## src/fmsp_consts.vh

```
// Constants for the four-mode serial port: register addresses, field positions,
// mode codes and timing counts.
// Assumes inclusion by bare name from the serial port design files.
`ifndef FMSP_CONSTS_VH
`define FMSP_CONSTS_VH

// Register addresses on the core special-function bus
`define FMSP_ADDR_CTRL     8'h98
`define FMSP_ADDR_BUF      8'h99
`define FMSP_CTRL_RESET    8'h00
`define FMSP_RDATA_RESET   8'h00
`define FMSP_BUF_RESET     8'h00

// Control register fields
`define FMSP_MODE_HI       7
`define FMSP_MODE_LO       6
`define FMSP_MP_EN         5
`define FMSP_RX_ALLOW      4
`define FMSP_TX_NINTH      3
`define FMSP_RX_NINTH      2
`define FMSP_TX_DONE       1
`define FMSP_RX_DONE       0

// Mode codes {mode_sel_hi, mode_sel_lo}
`define FMSP_MODE_SHIFT    2'h0
`define FMSP_MODE_ASYNC8   2'h1
`define FMSP_MODE_FIX9     2'h2
`define FMSP_MODE_VAR9     2'h3

// Fixed-rate prescaler terminal counts (oversample tick every 4 or 2 clocks)
`define FMSP_PRE_SLOW      2'h3
`define FMSP_PRE_FAST      2'h1

// Oversampling: 16 ticks per bit, sample at tick 7
`define FMSP_OS_MID        4'h7
`define FMSP_OS_LAST       4'hf

// Bit indices within a frame
`define FMSP_TX_STOP8      4'h9
`define FMSP_TX_STOP9      4'ha
`define FMSP_RX_FINAL8     4'h8
`define FMSP_RX_FINAL9     4'h9
`define FMSP_M0_LAST_BIT   3'h7

`endif

```

## src/fmsp_core.v

```verilog
// Four-mode serial port: control register, data buffer, shift-register mode
// and 8/9-bit asynchronous transmitter and receiver.
// Assumes core bus strobes and serial input are synchronous to clk; timer
// overflow ticks come from outside as one-cycle pulses.
`include "fmsp_consts.vh"
`timescale 1ns/10ps
`default_nettype none

// Notes on behaviour
// - Two mode bits select shift, 8-bit async, fixed 9-bit or variable 9-bit mode.
// - Shift mode clock runs at core clock divided by two.
// - Fixed 9-bit mode bit rate is clock/64, or clock/32 with rate double.
// - 8-bit mode with filter set needs a valid stop bit for receive flag.
// - 9-bit modes with filter set drop frames whose ninth bit is 0.
// - Reception only while receive-allow is set; clearing it stops reception.
// - 9-bit modes send the transmit ninth bit as bit nine.
// - Received ninth bit (or 8-bit stop bit) goes to the receive ninth field.
// - Transmit flag sets after bit eight (shift) or at stop start; software clears.
// - Receive flag sets after bit eight (shift) or mid stop bit; software clears.
// - Shift mode moves eight bits LSB first on data pin, clock on transmit pin.
// - Shift mode receive starts from idle when receive-allow is 1, receive flag 0 and no buffer write.
// - 8-bit frame is start 0, eight data LSB first, stop 1.
// - Writing the buffer starts a transmission in every mode.
// - 8-bit mode loads 1 as ninth shift position, sent as stop bit.
// - Async reception starts on falling edge, checks start bit, shifts eight bits (nine in 9-bit modes).
// - Frame accepted only if receive flag 0 and filter off or bit set.
// - 9-bit frame is start, eight data, ninth bit, stop: eleven bits.
// - 9-bit transmit starts shifting at the next bit tick after the write.
// - Variable modes time bits from timer 1 or timer 2 overflows.
// - Variable 9-bit mode frames like fixed 9-bit with variable timing.
// - Received byte is held while the next one is being received.
// - Buffer write loads transmit side; read returns separate receive register.
// - Control register clears to zero at reset.
// - Timer 2 select bits steer each direction to timer 2 overflows in the variable modes.
module fmsp_core (
  input  wire       clk,
  input  wire       resetn,
  input  wire       ce,
  input  wire [7:0] sfr_addr,
  input  wire [7:0] sfr_wdata,
  input  wire       sfr_wr,
  input  wire       sfr_rd,
  output reg  [7:0] sfr_rdata,
  input  wire       rate_double_bit,
  input  wire       tx_timer2_select,
  input  wire       rx_timer2_select,
  input  wire       timer1_ovf,
  input  wire       timer2_ovf,
  input  wire       rxd_in,
  output reg        rxd_out,
  output reg        rxd_oe,
  output reg        txd_out,
  output reg        tx_done_flag,
  output reg        rx_done_flag
);

  localparam TX_IDLE  = 3'h1;
  localparam TX_WAIT  = 3'h2;
  localparam TX_SHIFT = 3'h4;
  localparam RX_IDLE  = 3'h1;
  localparam RX_START = 3'h2;
  localparam RX_DATA  = 3'h4;
  localparam M0_IDLE  = 3'h1;
  localparam M0_TX    = 3'h2;
  localparam M0_RX    = 3'h4;

  reg  [7:0]  ctrl_reg;
  reg  [7:0]  ctrl_next;
  reg  [7:0]  rx_buf_reg;
  reg  [2:0]  tx_state_reg;
  reg  [10:0] tx_sh_reg;
  reg  [3:0]  tx_idx_reg;
  reg  [3:0]  tx_os_reg;
  reg         tx_line_reg;
  reg  [2:0]  rx_state_reg;
  reg  [3:0]  rx_os_reg;
  reg  [3:0]  rx_idx_reg;
  reg  [8:0]  rx_sh_reg;
  reg         rxd_prev_reg;
  reg  [2:0]  m0_state_reg;
  reg         m0_phase_reg;
  reg  [2:0]  m0_cnt_reg;
  reg  [7:0]  m0_sh_reg;
  reg         ti_set;
  reg         ri_set;
  reg         rx_load;
  reg         rb8_load;
  reg  [7:0]  rx_load_data;

  wire [1:0]  mode     = {ctrl_reg[`FMSP_MODE_HI], ctrl_reg[`FMSP_MODE_LO]};
  wire        is_m0    = (mode == `FMSP_MODE_SHIFT);
  wire        is_m1    = (mode == `FMSP_MODE_ASYNC8);
  wire        ren      = ctrl_reg[`FMSP_RX_ALLOW];
  wire        ri       = ctrl_reg[`FMSP_RX_DONE];
  wire        ctrl_wr  = sfr_wr & (sfr_addr == `FMSP_ADDR_CTRL);
  wire        buf_wr   = sfr_wr & (sfr_addr == `FMSP_ADDR_BUF);
  wire        tx_x16;
  wire        rx_x16;
  wire        tx_bit   = tx_x16 & (tx_os_reg == `FMSP_OS_LAST);
  wire [3:0]  tx_stop  = is_m1 ? `FMSP_TX_STOP8 : `FMSP_TX_STOP9;
  wire [3:0]  rx_final = is_m1 ? `FMSP_RX_FINAL8 : `FMSP_RX_FINAL9;
  wire        rx_mid   = rx_x16 & (rx_os_reg == `FMSP_OS_MID);
  // 8-bit mode keeps the stop bit as bit nine; 9-bit modes keep the ninth bit
  wire [8:0]  rx_cap   = is_m1 ? {rxd_in, rx_sh_reg[8:1]} : rx_sh_reg;
  wire        rx_ok    = ~ri & (~ctrl_reg[`FMSP_MP_EN] | rx_cap[8]);

  fmsp_rate_tick u_tx_tick (
    .clk             (clk),
    .resetn          (resetn),
    .ce              (ce),
    .mode            (mode),
    .rate_double_bit (rate_double_bit),
    .timer2_select   (tx_timer2_select),
    .timer1_ovf      (timer1_ovf),
    .timer2_ovf      (timer2_ovf),
    .tick            (tx_x16)
  );

  fmsp_rate_tick u_rx_tick (
    .clk             (clk),
    .resetn          (resetn),
    .ce              (ce),
    .mode            (mode),
    .rate_double_bit (rate_double_bit),
    .timer2_select   (rx_timer2_select),
    .timer1_ovf      (timer1_ovf),
    .timer2_ovf      (timer2_ovf),
    .tick            (rx_x16)
  );

  // Flag and load events from the three engines
  always @* begin
    ti_set       = 1'b0;
    ri_set       = 1'b0;
    rx_load      = 1'b0;
    rb8_load     = 1'b0;
    rx_load_data = rx_cap[7:0];
    if (tx_state_reg == TX_SHIFT && tx_bit && tx_idx_reg == tx_stop)
      ti_set = 1'b1;
    if (rx_state_reg == RX_DATA && rx_mid && rx_idx_reg == rx_final && rx_ok) begin
      ri_set   = 1'b1;
      rx_load  = 1'b1;
      rb8_load = 1'b1;
    end
    if (m0_state_reg != M0_IDLE && m0_phase_reg && m0_cnt_reg == `FMSP_M0_LAST_BIT) begin
      if (m0_state_reg == M0_TX) begin
        ti_set = 1'b1;
      end else begin
        ri_set       = 1'b1;
        rx_load      = 1'b1;
        rx_load_data = {rxd_in, m0_sh_reg[7:1]};
      end
    end
  end

  // Hardware set wins over a software write in the same cycle
  always @* begin
    ctrl_next = ctrl_wr ? sfr_wdata : ctrl_reg;
    if (ti_set)
      ctrl_next[`FMSP_TX_DONE] = 1'b1;
    if (ri_set)
      ctrl_next[`FMSP_RX_DONE] = 1'b1;
    if (rb8_load)
      ctrl_next[`FMSP_RX_NINTH] = rx_cap[8];
  end

  always @(posedge clk or negedge resetn) begin
    if (!resetn) begin
      ctrl_reg     <= `FMSP_CTRL_RESET;
      rx_buf_reg   <= `FMSP_BUF_RESET;
      sfr_rdata    <= `FMSP_RDATA_RESET;
      tx_done_flag <= 1'b0;
      rx_done_flag <= 1'b0;
      txd_out      <= 1'b1;
    end else if (ce) begin
      ctrl_reg     <= ctrl_next;
      tx_done_flag <= ctrl_next[`FMSP_TX_DONE];
      rx_done_flag <= ctrl_next[`FMSP_RX_DONE];
      if (rx_load)
        rx_buf_reg <= rx_load_data;
      if (sfr_rd) begin
        if (sfr_addr == `FMSP_ADDR_CTRL)
          sfr_rdata <= ctrl_reg;
        else if (sfr_addr == `FMSP_ADDR_BUF)
          sfr_rdata <= rx_buf_reg;
        else
          sfr_rdata <= `FMSP_RDATA_RESET;
      end
      // Shift clock falls as each data bit is launched and rises mid-bit, so both sides sample a stable bit
      txd_out <= is_m0 ? ((m0_state_reg == M0_IDLE) | m0_phase_reg) : tx_line_reg;
    end
  end

  // Asynchronous transmitter
  always @(posedge clk or negedge resetn) begin
    if (!resetn) begin
      tx_state_reg <= TX_IDLE;
      tx_sh_reg    <= 11'h7ff;
      tx_idx_reg   <= 4'h0;
      tx_os_reg    <= 4'h0;
      tx_line_reg  <= 1'b1;
    end else if (ce) begin
      if (tx_x16)
        tx_os_reg <= tx_os_reg + 4'h1;
      case (tx_state_reg)
        TX_IDLE: begin
          tx_line_reg <= 1'b1;
          if (buf_wr && !is_m0) begin
            // Stop, ninth, data, start: for 8-bit, for 9-bit
            tx_sh_reg    <= {1'b1, (is_m1 ? 1'b1 : ctrl_reg[`FMSP_TX_NINTH]), sfr_wdata, 1'b0};
            tx_state_reg <= TX_WAIT;
          end
        end
        TX_WAIT: begin
          if (tx_bit) begin
            tx_line_reg  <= tx_sh_reg[0];
            tx_sh_reg    <= {1'b1, tx_sh_reg[10:1]};
            tx_idx_reg   <= 4'h1;
            tx_state_reg <= TX_SHIFT;
          end
        end
        TX_SHIFT: begin
          if (tx_bit) begin
            if (tx_idx_reg == tx_stop + 4'h1) begin
              tx_line_reg  <= 1'b1;
              tx_state_reg <= TX_IDLE;
            end else begin
              tx_line_reg <= tx_sh_reg[0];
              tx_sh_reg   <= {1'b1, tx_sh_reg[10:1]};
              tx_idx_reg  <= tx_idx_reg + 4'h1;
            end
          end
        end
        default: tx_state_reg <= TX_IDLE;
      endcase
    end
  end

  // Asynchronous receiver, 16x oversampled
  always @(posedge clk or negedge resetn) begin
    if (!resetn) begin
      rx_state_reg <= RX_IDLE;
      rx_os_reg    <= 4'h0;
      rx_idx_reg   <= 4'h0;
      rx_sh_reg    <= 9'h000;
      rxd_prev_reg <= 1'b1;
    end else if (ce) begin
      rxd_prev_reg <= rxd_in;
      if (rx_x16)
        rx_os_reg <= rx_os_reg + 4'h1;
      case (rx_state_reg)
        RX_IDLE: begin
          rx_os_reg <= 4'h0;
          if (ren && !is_m0 && rxd_prev_reg && !rxd_in)
            rx_state_reg <= RX_START;
        end
        RX_START: begin
          if (!ren || is_m0)
            rx_state_reg <= RX_IDLE;
          else if (rx_mid) begin
            rx_idx_reg   <= 4'h0;
            rx_state_reg <= rxd_in ? RX_IDLE : RX_DATA;
          end
        end
        RX_DATA: begin
          if (!ren || is_m0)
            rx_state_reg <= RX_IDLE;
          else if (rx_mid) begin
            if (rx_idx_reg == rx_final)
              rx_state_reg <= RX_IDLE;
            else begin
              rx_sh_reg  <= {rxd_in, rx_sh_reg[8:1]};
              rx_idx_reg <= rx_idx_reg + 4'h1;
            end
          end
        end
        default: rx_state_reg <= RX_IDLE;
      endcase
    end
  end

  // Shift-register mode engine: clock on transmit pin, data on receive pin
  always @(posedge clk or negedge resetn) begin
    if (!resetn) begin
      m0_state_reg <= M0_IDLE;
      m0_phase_reg <= 1'b0;
      m0_cnt_reg   <= 3'h0;
      m0_sh_reg    <= 8'h00;
      rxd_out      <= 1'b1;
      rxd_oe       <= 1'b0;
    end else if (ce) begin
      case (m0_state_reg)
        M0_IDLE: begin
          m0_phase_reg <= 1'b0;
          m0_cnt_reg   <= 3'h0;
          rxd_oe       <= 1'b0;
          if (is_m0 && buf_wr) begin
            m0_sh_reg    <= sfr_wdata;
            m0_state_reg <= M0_TX;
          end else if (is_m0 && ren && !ri)
            m0_state_reg <= M0_RX;
        end
        M0_TX, M0_RX: begin
          // Clock toggles every cycle: shift rate is clock/2
          m0_phase_reg <= ~m0_phase_reg;
          if (!m0_phase_reg) begin
            if (m0_state_reg == M0_TX) begin
              rxd_out <= m0_sh_reg[0];
              rxd_oe  <= 1'b1;
            end
          end else begin
            if (m0_state_reg == M0_TX)
              m0_sh_reg <= {1'b1, m0_sh_reg[7:1]};
            else
              m0_sh_reg <= {rxd_in, m0_sh_reg[7:1]};
            m0_cnt_reg <= m0_cnt_reg + 3'h1;
            if (m0_cnt_reg == `FMSP_M0_LAST_BIT || !is_m0 || (m0_state_reg == M0_RX && !ren))
              m0_state_reg <= M0_IDLE;
          end
        end
        default: m0_state_reg <= M0_IDLE;
      endcase
    end
  end

endmodule

`default_nettype wire

```

## src/fmsp_rate_tick.v

```verilog
// Oversample tick generator for one direction of the serial port.
// Assumes timer overflow inputs are one-cycle pulses synchronous to clk.
`include "fmsp_consts.vh"
`timescale 1ns/10ps
`default_nettype none

module fmsp_rate_tick (
  input  wire       clk,
  input  wire       resetn,
  input  wire       ce,
  input  wire [1:0] mode,
  input  wire       rate_double_bit,
  input  wire       timer2_select,
  input  wire       timer1_ovf,
  input  wire       timer2_ovf,
  output reg        tick
);

  reg  [1:0] pre_reg;
  reg        t1_half_reg;
  wire [1:0] pre_last = rate_double_bit ? `FMSP_PRE_FAST : `FMSP_PRE_SLOW;
  wire       fixed    = (mode == `FMSP_MODE_FIX9);
  wire       t1_tick  = timer1_ovf & (rate_double_bit | t1_half_reg);
  reg        tick_next;

  always @* begin
    if (fixed)
      tick_next = (pre_reg == pre_last);
    else if (timer2_select)
      tick_next = timer2_ovf;
    else
      tick_next = t1_tick;
  end

  always @(posedge clk or negedge resetn) begin
    if (!resetn) begin
      pre_reg     <= 2'h0;
      t1_half_reg <= 1'b0;
      tick        <= 1'b0;
    end else if (ce) begin
      pre_reg <= (pre_reg == pre_last) ? 2'h0 : pre_reg + 2'h1;
      if (timer1_ovf)
        t1_half_reg <= ~t1_half_reg;
      tick <= tick_next & (mode != `FMSP_MODE_SHIFT);
    end
  end

endmodule

`default_nettype wire

```

## config.mk

```make
export PLATFORM = sky130hd
export DESIGN_NAME = fmsp_core
export DESIGN_NICKNAME = d
export VERILOG_FILES = /design/src/fmsp_core.v /design/src/fmsp_rate_tick.v
export VERILOG_INCLUDE_DIRS = /design/src
export SDC_FILE = /design/constraint.sdc
export NUM_CORES = 1
export LEC_CHECK = 0
export ABC_AREA = 0
export CAP_MARGIN = 15
export CELL_PAD_IN_SITES_DETAIL_PLACEMENT = 1
export CELL_PAD_IN_SITES_GLOBAL_PLACEMENT = 2
export CORE_AREA = 4 4 110 112
export CTS_CLUSTER_DIAMETER = 30
export DETAILED_ROUTE_END_ITERATION = 12
export DIE_AREA = 0 0 114 116
export DONT_BUFFER_PORTS = 1
export GPL_TIMING_DRIVEN = 0
export PLACE_DENSITY = 0.88
export SLEW_MARGIN = 10
export SYNTH_ARGS = -nofsm -noshare
export SYNTH_HDL_FRONTEND = slang
export SYNTH_SLANG_ARGS = --single-unit
```

## constraint.sdc

```tcl
create_clock -name clk -period 3.6 [get_ports clk]
set_input_delay 0.36 -clock clk [delete_from_list [all_inputs] [get_ports clk]]
set_output_delay 0.36 -clock clk [all_outputs]
set_load 0.02 [all_outputs]
```

* Word level (Yosys, flattened, before mapping)
Cells that the tools add are included.
Cells by class: reductions and logical operators 51, multiplexer cells 75, bitwise gates (word level) 20, eq/ne operators 42, add/sub/neg operators 8
Operators by type and width (number):
- $mux W8 | 7
- $mux W3 | 17
- $mux W11 | 4
- $mux W4 | 10
- $pmux W11 S3 | 1
- $ne A2 B2 Y1 const B | 14
- $mux W1 | 21
- $add A4 B1 Y4 const B | 5
- $reduce_and A4 Y1 | 5
- $reduce_and A5 Y1 | 4
- $pmux W3 S3 | 2
- $eq A8 B8 Y1 const B | 2
- $pmux W4 S2 | 2
- $pmux W8 S2 | 1
- $reduce_and A2 Y1 | 8
- $logic_and A1 B1 Y1 | 15
- $eq A3 B3 Y1 const B | 4
- $eq A4 B4 Y1 | 3
- $pmux W3 S2 | 2
- $reduce_bool A2 Y1 | 6
- $and A1 B1 Y1 | 9
- $eq A3 B1 Y1 const B | 3
- $eq A3 B2 Y1 const B | 3
- $mux W9 | 1
- 24 further kinds | 47
Word-level totals: register bits 96, output and inout bits 13, input bits 27

* Depth between registers and ports, before layout
Gate-level depths: netlist of run 1.
word-level depth 9, gate-level depth with buffers 8

* Hierarchy
Synthesis of run 1 repeated with hierarchy kept, for this count alone.
Second synthesis, totals: cell total of the unflattened synthesis 462, area total of the unflattened synthesis 4889.7 µm²
Modules (own cells, without submodules):
- fmsp_core | cells each 428, instances 1, sequential area each 2148.3 µm², area each 4494.3 µm²
- fmsp_rate_tick | cells each 17, instances 2, sequential area each 100.1 µm², area each 197.7 µm²

* Worst setup path after synthesis of run 1
No wires, ideal clock.
kind flip-flop to flip-flop, start reg rx_os_reg[0], end reg rx_buf_reg[0], stages on the path, launching flop included 7, setup slack 1583 ps, arrival 1893 ps, path through dfrtp_1 -> ha_1 -> nand4b_1 -> or4_4 -> a2111oi_4 -> o21ai_4 -> mux2_2
Between the ends: longest elaborated chain between the ends 9
RTL lines:
- from (decl) | line fmsp_core.v:76 | reg [3:0] rx_os_reg;
- from (signal assigned) | line fmsp_core.v:250 | rx_os_reg <= rx_os_reg + 4'h1;
- $eq A4 B3 Y1 (no line) (*)
- $and A1 B1 Y1 (*) | line fmsp_core.v:102 | wire rx_mid = rx_x16 & (rx_os_reg == `FMSP_OS_MID);
- $logic_and A1 B1 Y1 (*) (3 in series) | line fmsp_core.v:140 | if (rx_state_reg == RX_DATA && rx_mid && rx_idx_reg == rx_final && rx_ok) begin
- $mux W1 (*) | line fmsp_core.v:140
- $mux W1 | line fmsp_core.v:146 | if (m0_state_reg == M0_TX) begin
- $mux W1 (*) | line fmsp_core.v:145 | if (m0_state_reg != M0_IDLE && m0_phase_reg && m0_cnt_reg == `FMSP_M0_LAST_BIT) begin
- $reduce_and A2 Y1 (no line) (*)
- to (signal assigned) | line fmsp_core.v:170 | rx_buf_reg <= `FMSP_BUF_RESET;
- to (signal assigned) | line fmsp_core.v:180 | rx_buf_reg <= rx_load_data;
- to (decl) | line fmsp_core.v:69 | reg [7:0] rx_buf_reg;
Mark *: on every way between the ends. The rest lies on a longest branch, timed or not. A chain may end at the register's enable or synchronous reset.

* Worst setup path after layout of run 1
start reg tx_os_reg[0], end reg tx_sh_reg[6]
Between the ends: longest elaborated chain between the ends 4, elaborated cells on any way between the ends 5, classes of those cells 3 x eq/ne; 1 x bitwise; 1 x reduce/logical
RTL lines:
- from (decl) | line fmsp_core.v:73 | reg [3:0] tx_os_reg;
- from (signal assigned) | line fmsp_core.v:204 | tx_os_reg <= tx_os_reg + 4'h1;
- $eq A4 B4 Y1 (no line) (*)
- $and A1 B1 Y1 (*) | line fmsp_core.v:99 | wire tx_bit = tx_x16 & (tx_os_reg == `FMSP_OS_LAST);
- $ne A2 B2 Y1 (no line)
- $reduce_and A6 Y1 (no line) (*)
- to (signal assigned) | line fmsp_core.v:210 | tx_sh_reg <= {1'b1, (is_m1 ? 1'b1 : ctrl_reg[`FMSP_TX_NINTH]), sfr_wdata, 1'b0};
- to (signal assigned) | line fmsp_core.v:217 | tx_sh_reg <= {1'b1, tx_sh_reg[10:1]};
- to (signal assigned) | line fmsp_core.v:229 | tx_sh_reg <= {1'b1, tx_sh_reg[10:1]};
- to (decl) | line fmsp_core.v:71 | reg [10:0] tx_sh_reg;
Marks and branches as above.

==> metrics.yaml, run 1 <==
outcome: "completed"
rsz0062_at_grt: "no"
wl_per_cell_um: 18.66
yosysSeqAreaShare_pct: 48.61
yosys_warnings: 0
crit_type: "reg2reg"
finalNetCount: 527
synth_edf_count: 0
layout_commonest_cell: "dfrtp_1"
post_cts_resized: 0
cts-root-buf: "clkbuf_16"
dp.cells: 624
synth.distinct_cells: 54
die_w_um: 114
syn_inst: 481
core-area_um2: 11220
synthTopCellsByArea: "dfrtp_1 39%, dfstp_2 9.2%, mux2_2 9.1%, nand2_1 5.4%, o21ai_0 5.2%"
cts_tree: "built"
initial_core_util_pct: 43.04
clk_latency_ps: 350
via_per_inst: 5.668
worstSetupEndpointType: "register"
grt_first_pass_wirelength_um: 20140
htreeDepth: 3
power.internal_mw: 1.824
vias: 3639
p_switching_uw: 682.8
gp_congestion: 0.8376
max_slew_margin_pct: 50.46
dpl-instance-area_um2: 5010
fin_crit_ps: 2423
startpoint_type: "register"
largest_reg_flops: 10
switching_share_pct: 27.23
drt_iter0_markers: 232
diodes: 0
numPortBuffers: 0
fin_area_um2: 5334
ys_seq_elements: 93
p_leak_nw: 2.287
final_hold_viol_count: 0
ios: 40
yosysTopAreaCell: "dfrtp_1"
hpwl_um: 8420
cts_buffers: 9
setup_viol: 0
synth_top_area_share_pct: 39.37
syn_to_final_growth_pct: 10.41
fin_skew_ps: 11.33
path_max_fanout: 10
synth_top_flop_cell: "dfrtp_1"
clock_path_buffers: 2
p_clk_share_pct: 36.9
grt_pass1_vias: 3886
gr-total-overflow: 0
drive_above_1_share_pct: 17.84
fmax_ghz: 0.4126
die_area_um2: 13220
slew_viol_final: 0
period_share_pct: 67.32
crit_required_ps: 3870
syn_area_per_cell_um2: 10.04
cts_sinks: 93
ir_drop_uv: 230.1
comb_power_share_pct: 11.8
setup_tns_ps: 0
route.detailed.drc: 0
seqPwrFrac_pct: 51.4
hold_class: "in2reg"
crit_arrival_ps: 2700
fp.dieH_um: 116
syn_area_um2: 4831
grt_max_degree: 94
worst_pin_slew_ps: 736.7
track_usage_pct: 19.49
first_pass_iters: 4
drtAntennaViolNets: 0
finalNonFillerCells: 642
power_density_nw_per_um2: 470.1
path_clk_slew_ps: 70
syn_nets: 514
async_flop_share_pct: 100.0
grt_antenna_before_repair: 0
rows: 39
routed_wl_um: 11980
final_cell_mix: "76 x dfrtp_1, 70 x nand2_1, 50 x o21ai_0"
cap_violations: 0
## through the flow
| step | util [%] | hold WS [ps] | setup WS, ps | power (mW) |
|---|---|---|---|---|
| after global routing | 47.53 | 141.0 | 1033 | 2.639 |
| after CTS | 47.53 | 146.7 | 1223 | 2.538 |
| after detailed placement | 44.64 | 67.85 | 948.2 | 1.575 |
| after floorplan | - | 64.41 | 1583 | 1.494 |
| final | 47.53 | 160.6 | 1177 | 2.507 |
| after global placement | 44.64 | 68.98 | 1016 | 1.550 |
## logic make-up (layout without fill, tap and decap cells)
group           after synthesis  after routing  synth area share, %
compound gates              106            106                13.81
xor+xnor                     15             15                2.719
simple gates                170            170                17.35
buf+inv                      32             50                2.719
flops                        93             93                48.61
mux                          59             59                13.23
fa+ha+maj                     6              6                1.554
## power by group through the flow
stage / Combinational [mW] / Clock, mW / Sequential (mW)
2_1_floorplan: 0.222 / 0 / 1.27
3_3_place_gp: 0.256 / 0 / 1.29
3_5_place_dp: 0.270 / 0 / 1.30
4_1_cts: 0.299 / 0.952 / 1.29
5_1_grt: 0.338 / 0.993 / 1.31
6_report: 0.295 / 0.925 / 1.29
## cell usage after synthesis (3+ instances only)
cell / n
a21o_1: 3
a21oi_1: 20
a22oi_1: 8
and2_1: 3
buf_2: 9
clkbuf_1: 12
dfrtp_1: 76
dfstp_2: 17
ha_1: 6
inv_1: 10
mux2_2: 39
mux2i_1: 20
nand2_1: 70
nand2b_1: 9
nand3_1: 13
nor2_1: 26
nor2b_1: 5
nor3_1: 12
nor3b_1: 5
nor4_1: 3
o21ai_0: 50
o31ai_1: 5
or3_1: 4
or4_1: 4
xnor2_1: 11
xor2_1: 4
## area by class of cell
| class | instances | area, um^2 |
|---|---|---|
| tap | 143 | 178.9 |
| clock inverter | 4 | 30.03 |
| fill | 1286 | 5889 |
| timing repair buffer | 2 | 37.54 |
| buffer | 22 | 93.84 |
| clock buffer | 12 | 256.5 |
| multi-input combinational | 356 | 2351 |
| sequential | 93 | 2349 |
| inverter | 10 | 37.54 |
## timing repair
item,CTS,global route
hold buffers,2,0
hold endpoints to repair,93,0
buffers inserted,0,0
endpoints found under the setup margin,0,0
## path summary, 6_finish.rpt
| check | depth (start not counted) | from | slack (ps) | to |
|---|---|---|---|---|
| min in group asynchronous | 2 | resetn | 640 | m0_state_reg[1] |
| worst max register to register | 7 | tx_os_reg[0] | 1180 | tx_sh_reg[6] |
| worst min register to register | 1 | tx_os_reg[3] | 470 | tx_os_reg[3] |
| max in group asynchronous | 2 | resetn | 2590 | tx_sh_reg[4] |
| worst min-delay path | 1 | sfr_wdata[4] | 160 | ctrl_reg[4] |
| worst max-delay path | 7 | tx_os_reg[0] | 1180 | tx_sh_reg[6] |
## layer usage
| layer | vias up | track usage [%] | part of all wire (%) |
|---|---|---|---|
| met5 | - | 0 | 0 |
| met4 | 0 | 7.918 | 2.0 |
| met3 | 19 | 4.961 | 5.0 |
| met2 | 54 | 30.68 | 46 |
| met1 | 1814 | 25.78 | 47 |
| li1 | 1752 | - | - |
## critical path, cell delays in order (launching register included)
cell     delay, ps
dfrtp_1        410
ha_1           230
and4_1         200
o31ai_1        650
inv_1          190
o221a_2        170
buf_2          200
mux2_2         300
No activity file was read; power rests on OpenSTA's default activity.
==> run 2: changes to the inputs <==
- ABC_AREA: 0 -> 1
- CORE_AREA: 4 4 110 112 -> 4 4 128 130
- DIE_AREA: 0 0 114 116 -> 0 0 132 134
- PLACE_DENSITY: 0.88 -> 0.79
- clock period: 3.6 -> 2.2 ns (I/O delays scaled with it)
==> run 2 against run 1 <==
The run now ends with negative hold slack left. Clock skew is 6.1 ps lower. Global-route usage is 3.0 points lower. Highest routed layer unchanged. Critical endpoint is now m0_sh_reg[7]. Wire length is 16% higher. Critical path type unchanged. Synthesized area is 6.0% higher. Largest power group unchanged. Fmax is 29% higher. Clock-buffer cell count is 4 higher.
==> metrics.yaml, run 2 <==
nFillCells: 1829
synth.distinct_cells: 40
yosys_warnings: 0
yosysTopAreaCell: "dfrtp_1"
cts_buffers: 9
timing.hold.ws_ps: -438.2
fin_area_um2: 5669
cts_sinks: 93
syn_inst: 642
clk_latency_ps: 350
crit_path_end: "m0_sh_reg[7]"
outcome: "finished, violations left"
synth_top_flop_cell: "dfrtp_1"
first_pass_iters: 4
final_hold_viol_count: 93
final_cell_mix: "165 x nand2_1, 76 x dfrtp_1, 72 x inv_1"
fp.dieH_um: 134
setup_tns_ps: 0
syn_to_final_growth_pct: 10.67
yosysSeqAreaShare_pct: 45.85
drive_above_1_share_pct: 15.30
multi_input_area_um2: 2394
setup_viol: 0
core-area_um2: 15150
hpwl_um: 10530
grt_antenna_before_repair: 0
crit_type: "reg2reg"
postLayoutSetupSlackWorst_ps: 326.9
syn_nets: 675
synthTopCellsByArea: "dfrtp_1 37%, nand2_1 12%, dfstp_2 8.7%, nand3_1 6.4%, inv_1 5.3%"
period_share_pct: 85.14
vias: 4248
hold_buffers: 2
rsz0062_at_grt: "no"
failed_checks: "negative hold slack"
ff2ff_path_depth: 10
dpl-instance-area_um2: 5358
gr-total-overflow: 0
fin_crit_ps: 1873
wl_per_cell_um: 16.37
diodes: 0
power_mw: 5.808
largest_reg_flops: 10
critPathLaunch: "m0_state_reg[0]"
grt_pass1_vias: 4397
rr_startpoint: "m0_state_reg[0]"
crit_required_ps: 2430
r2r_end: "m0_sh_reg[7]"
via_per_inst: 5.009
async_flop_share_pct: 100.0
fin_skew_ps: 5.217
post_cts_resized: 0
p_leak_nw: 2.664
route.detailed.drc: 0
die_w_um: 132
grt_first_pass_wirelength_um: 23180
die_area_um2: 17690
numPortBuffers: 0
worstSetupEndpointType: "register"
dp.cells: 830
finalNonFillerCells: 848
initial_core_util_pct: 33.82
pre_cts_slack_ps: 326.2
path_max_fanout: 10
clock_path_buffers: 2
r2r_setup_slack_ps: 330
synth_commonest_cells: "165 x nand2_1, 76 x dfrtp_1, 72 x inv_1"
yosysMostFrequentCell: "nand2_1"
max_slew_margin_pct: 59.94
htreeDepth: 3
track_usage_pct: 16.51
drt_iter0_markers: 201
slew_viol_final: 0
cts_setup_buffers: 0
ios: 40
power_density_nw_per_um2: 1024
worst_pin_slew_ps: 600.9
fmax_ghz: 0.5339
synth_edf_count: 0
ys_seq_elements: 93
layout_commonest_cell: "nand2_1"
syn_area_um2: 5122
routed_wl_um: 13880
grt_max_degree: 94
rows: 45
fin_util_pct: 37.43
register_area_um2: 2349
finalNetCount: 688
cts_tree: "built"
path_clk_slew_ps: 60
cap_violations: 0
ir_drop_uv: 671.0
drtAntennaViolNets: 0
gp_congestion: 0.7848
cts-root-buf: "clkbuf_16"
hold_class: "in2async"
synth_top_area_share_pct: 37.13
syn_area_per_cell_um2: 7.979
startpoint_type: "register"
crit_arrival_ps: 2100
run 2: worst min path at each step:
stage | startpoint | end | slack [ps] | depth (start not counted)
floorplan | resetn | ctrl_reg[0] | -80 | 0
global placement | resetn | rx_os_reg[0] | -70 | 0
detailed placement | resetn | rx_os_reg[3] | -70 | 0
CTS | resetn | rx_os_reg[2] | -450 | 0
global route | resetn | rx_os_reg[0] | -450 | 0
finish | resetn | rx_os_reg[0] | -440 | 0
run 2: cells by family after synthesis:
family / after synthesis / share of synthesized area (%)
XOR/XNOR: 11 / 1.881
AND/OR/NAND/NOR: 327 / 29.78
multiplexers: 3 / 0.6351
flip-flops: 93 / 45.85
AO/OA/AOI/OAI: 110 / 12.97
adder cells (fa/ha/maj): 6 / 1.466
buffers and inverters: 92 / 7.425
run 2: where the power goes:
part / total, mW / internal [mW] / switching, mW
combinational: 1.64 / 0.606 / 1.04
clock: 1.57 / 0.894 / 0.672
sequential: 2.60 / 2.22 / 0.381
total: 5.81 / 3.72 / 2.09
run 2: critical path: stages (launching register included):
cell and delay (ps):
dfstp_2 540, inv_1 60, nand3_2 170, nand2_2 130, nand2_1 120, inv_1 90
nor2_4 170, nand2_2 120, buf_2 200, nand2_1 80, o21ai_1 70
run 2: layout make-up:
class                      count  share of cell area [%]
sequential                    93                   41.43
clock buffer                  16                   5.142
inverter                      77                   5.142
tap                          188                   4.149
timing repair buffer           2                  0.3531
multi-input combinational    457                   42.22
buffer                        15                   1.567
run 2: layer usage:
| metal | share of wire, % | track usage, % | vias to the layer above | routed length [um] |
|---|---|---|---|---|
| li1 | - | - | 2113 | - |
| met1 | 48 | 22.13 | 2065 | 6618 |
| met2 | 46 | 26.40 | 59 | 6417 |
| met3 | 4.8 | 4.389 | 11 | 662 |
| met4 | 1.3 | 4.726 | 0 | 179 |
| met5 | 0 | 0 | - | 0 |
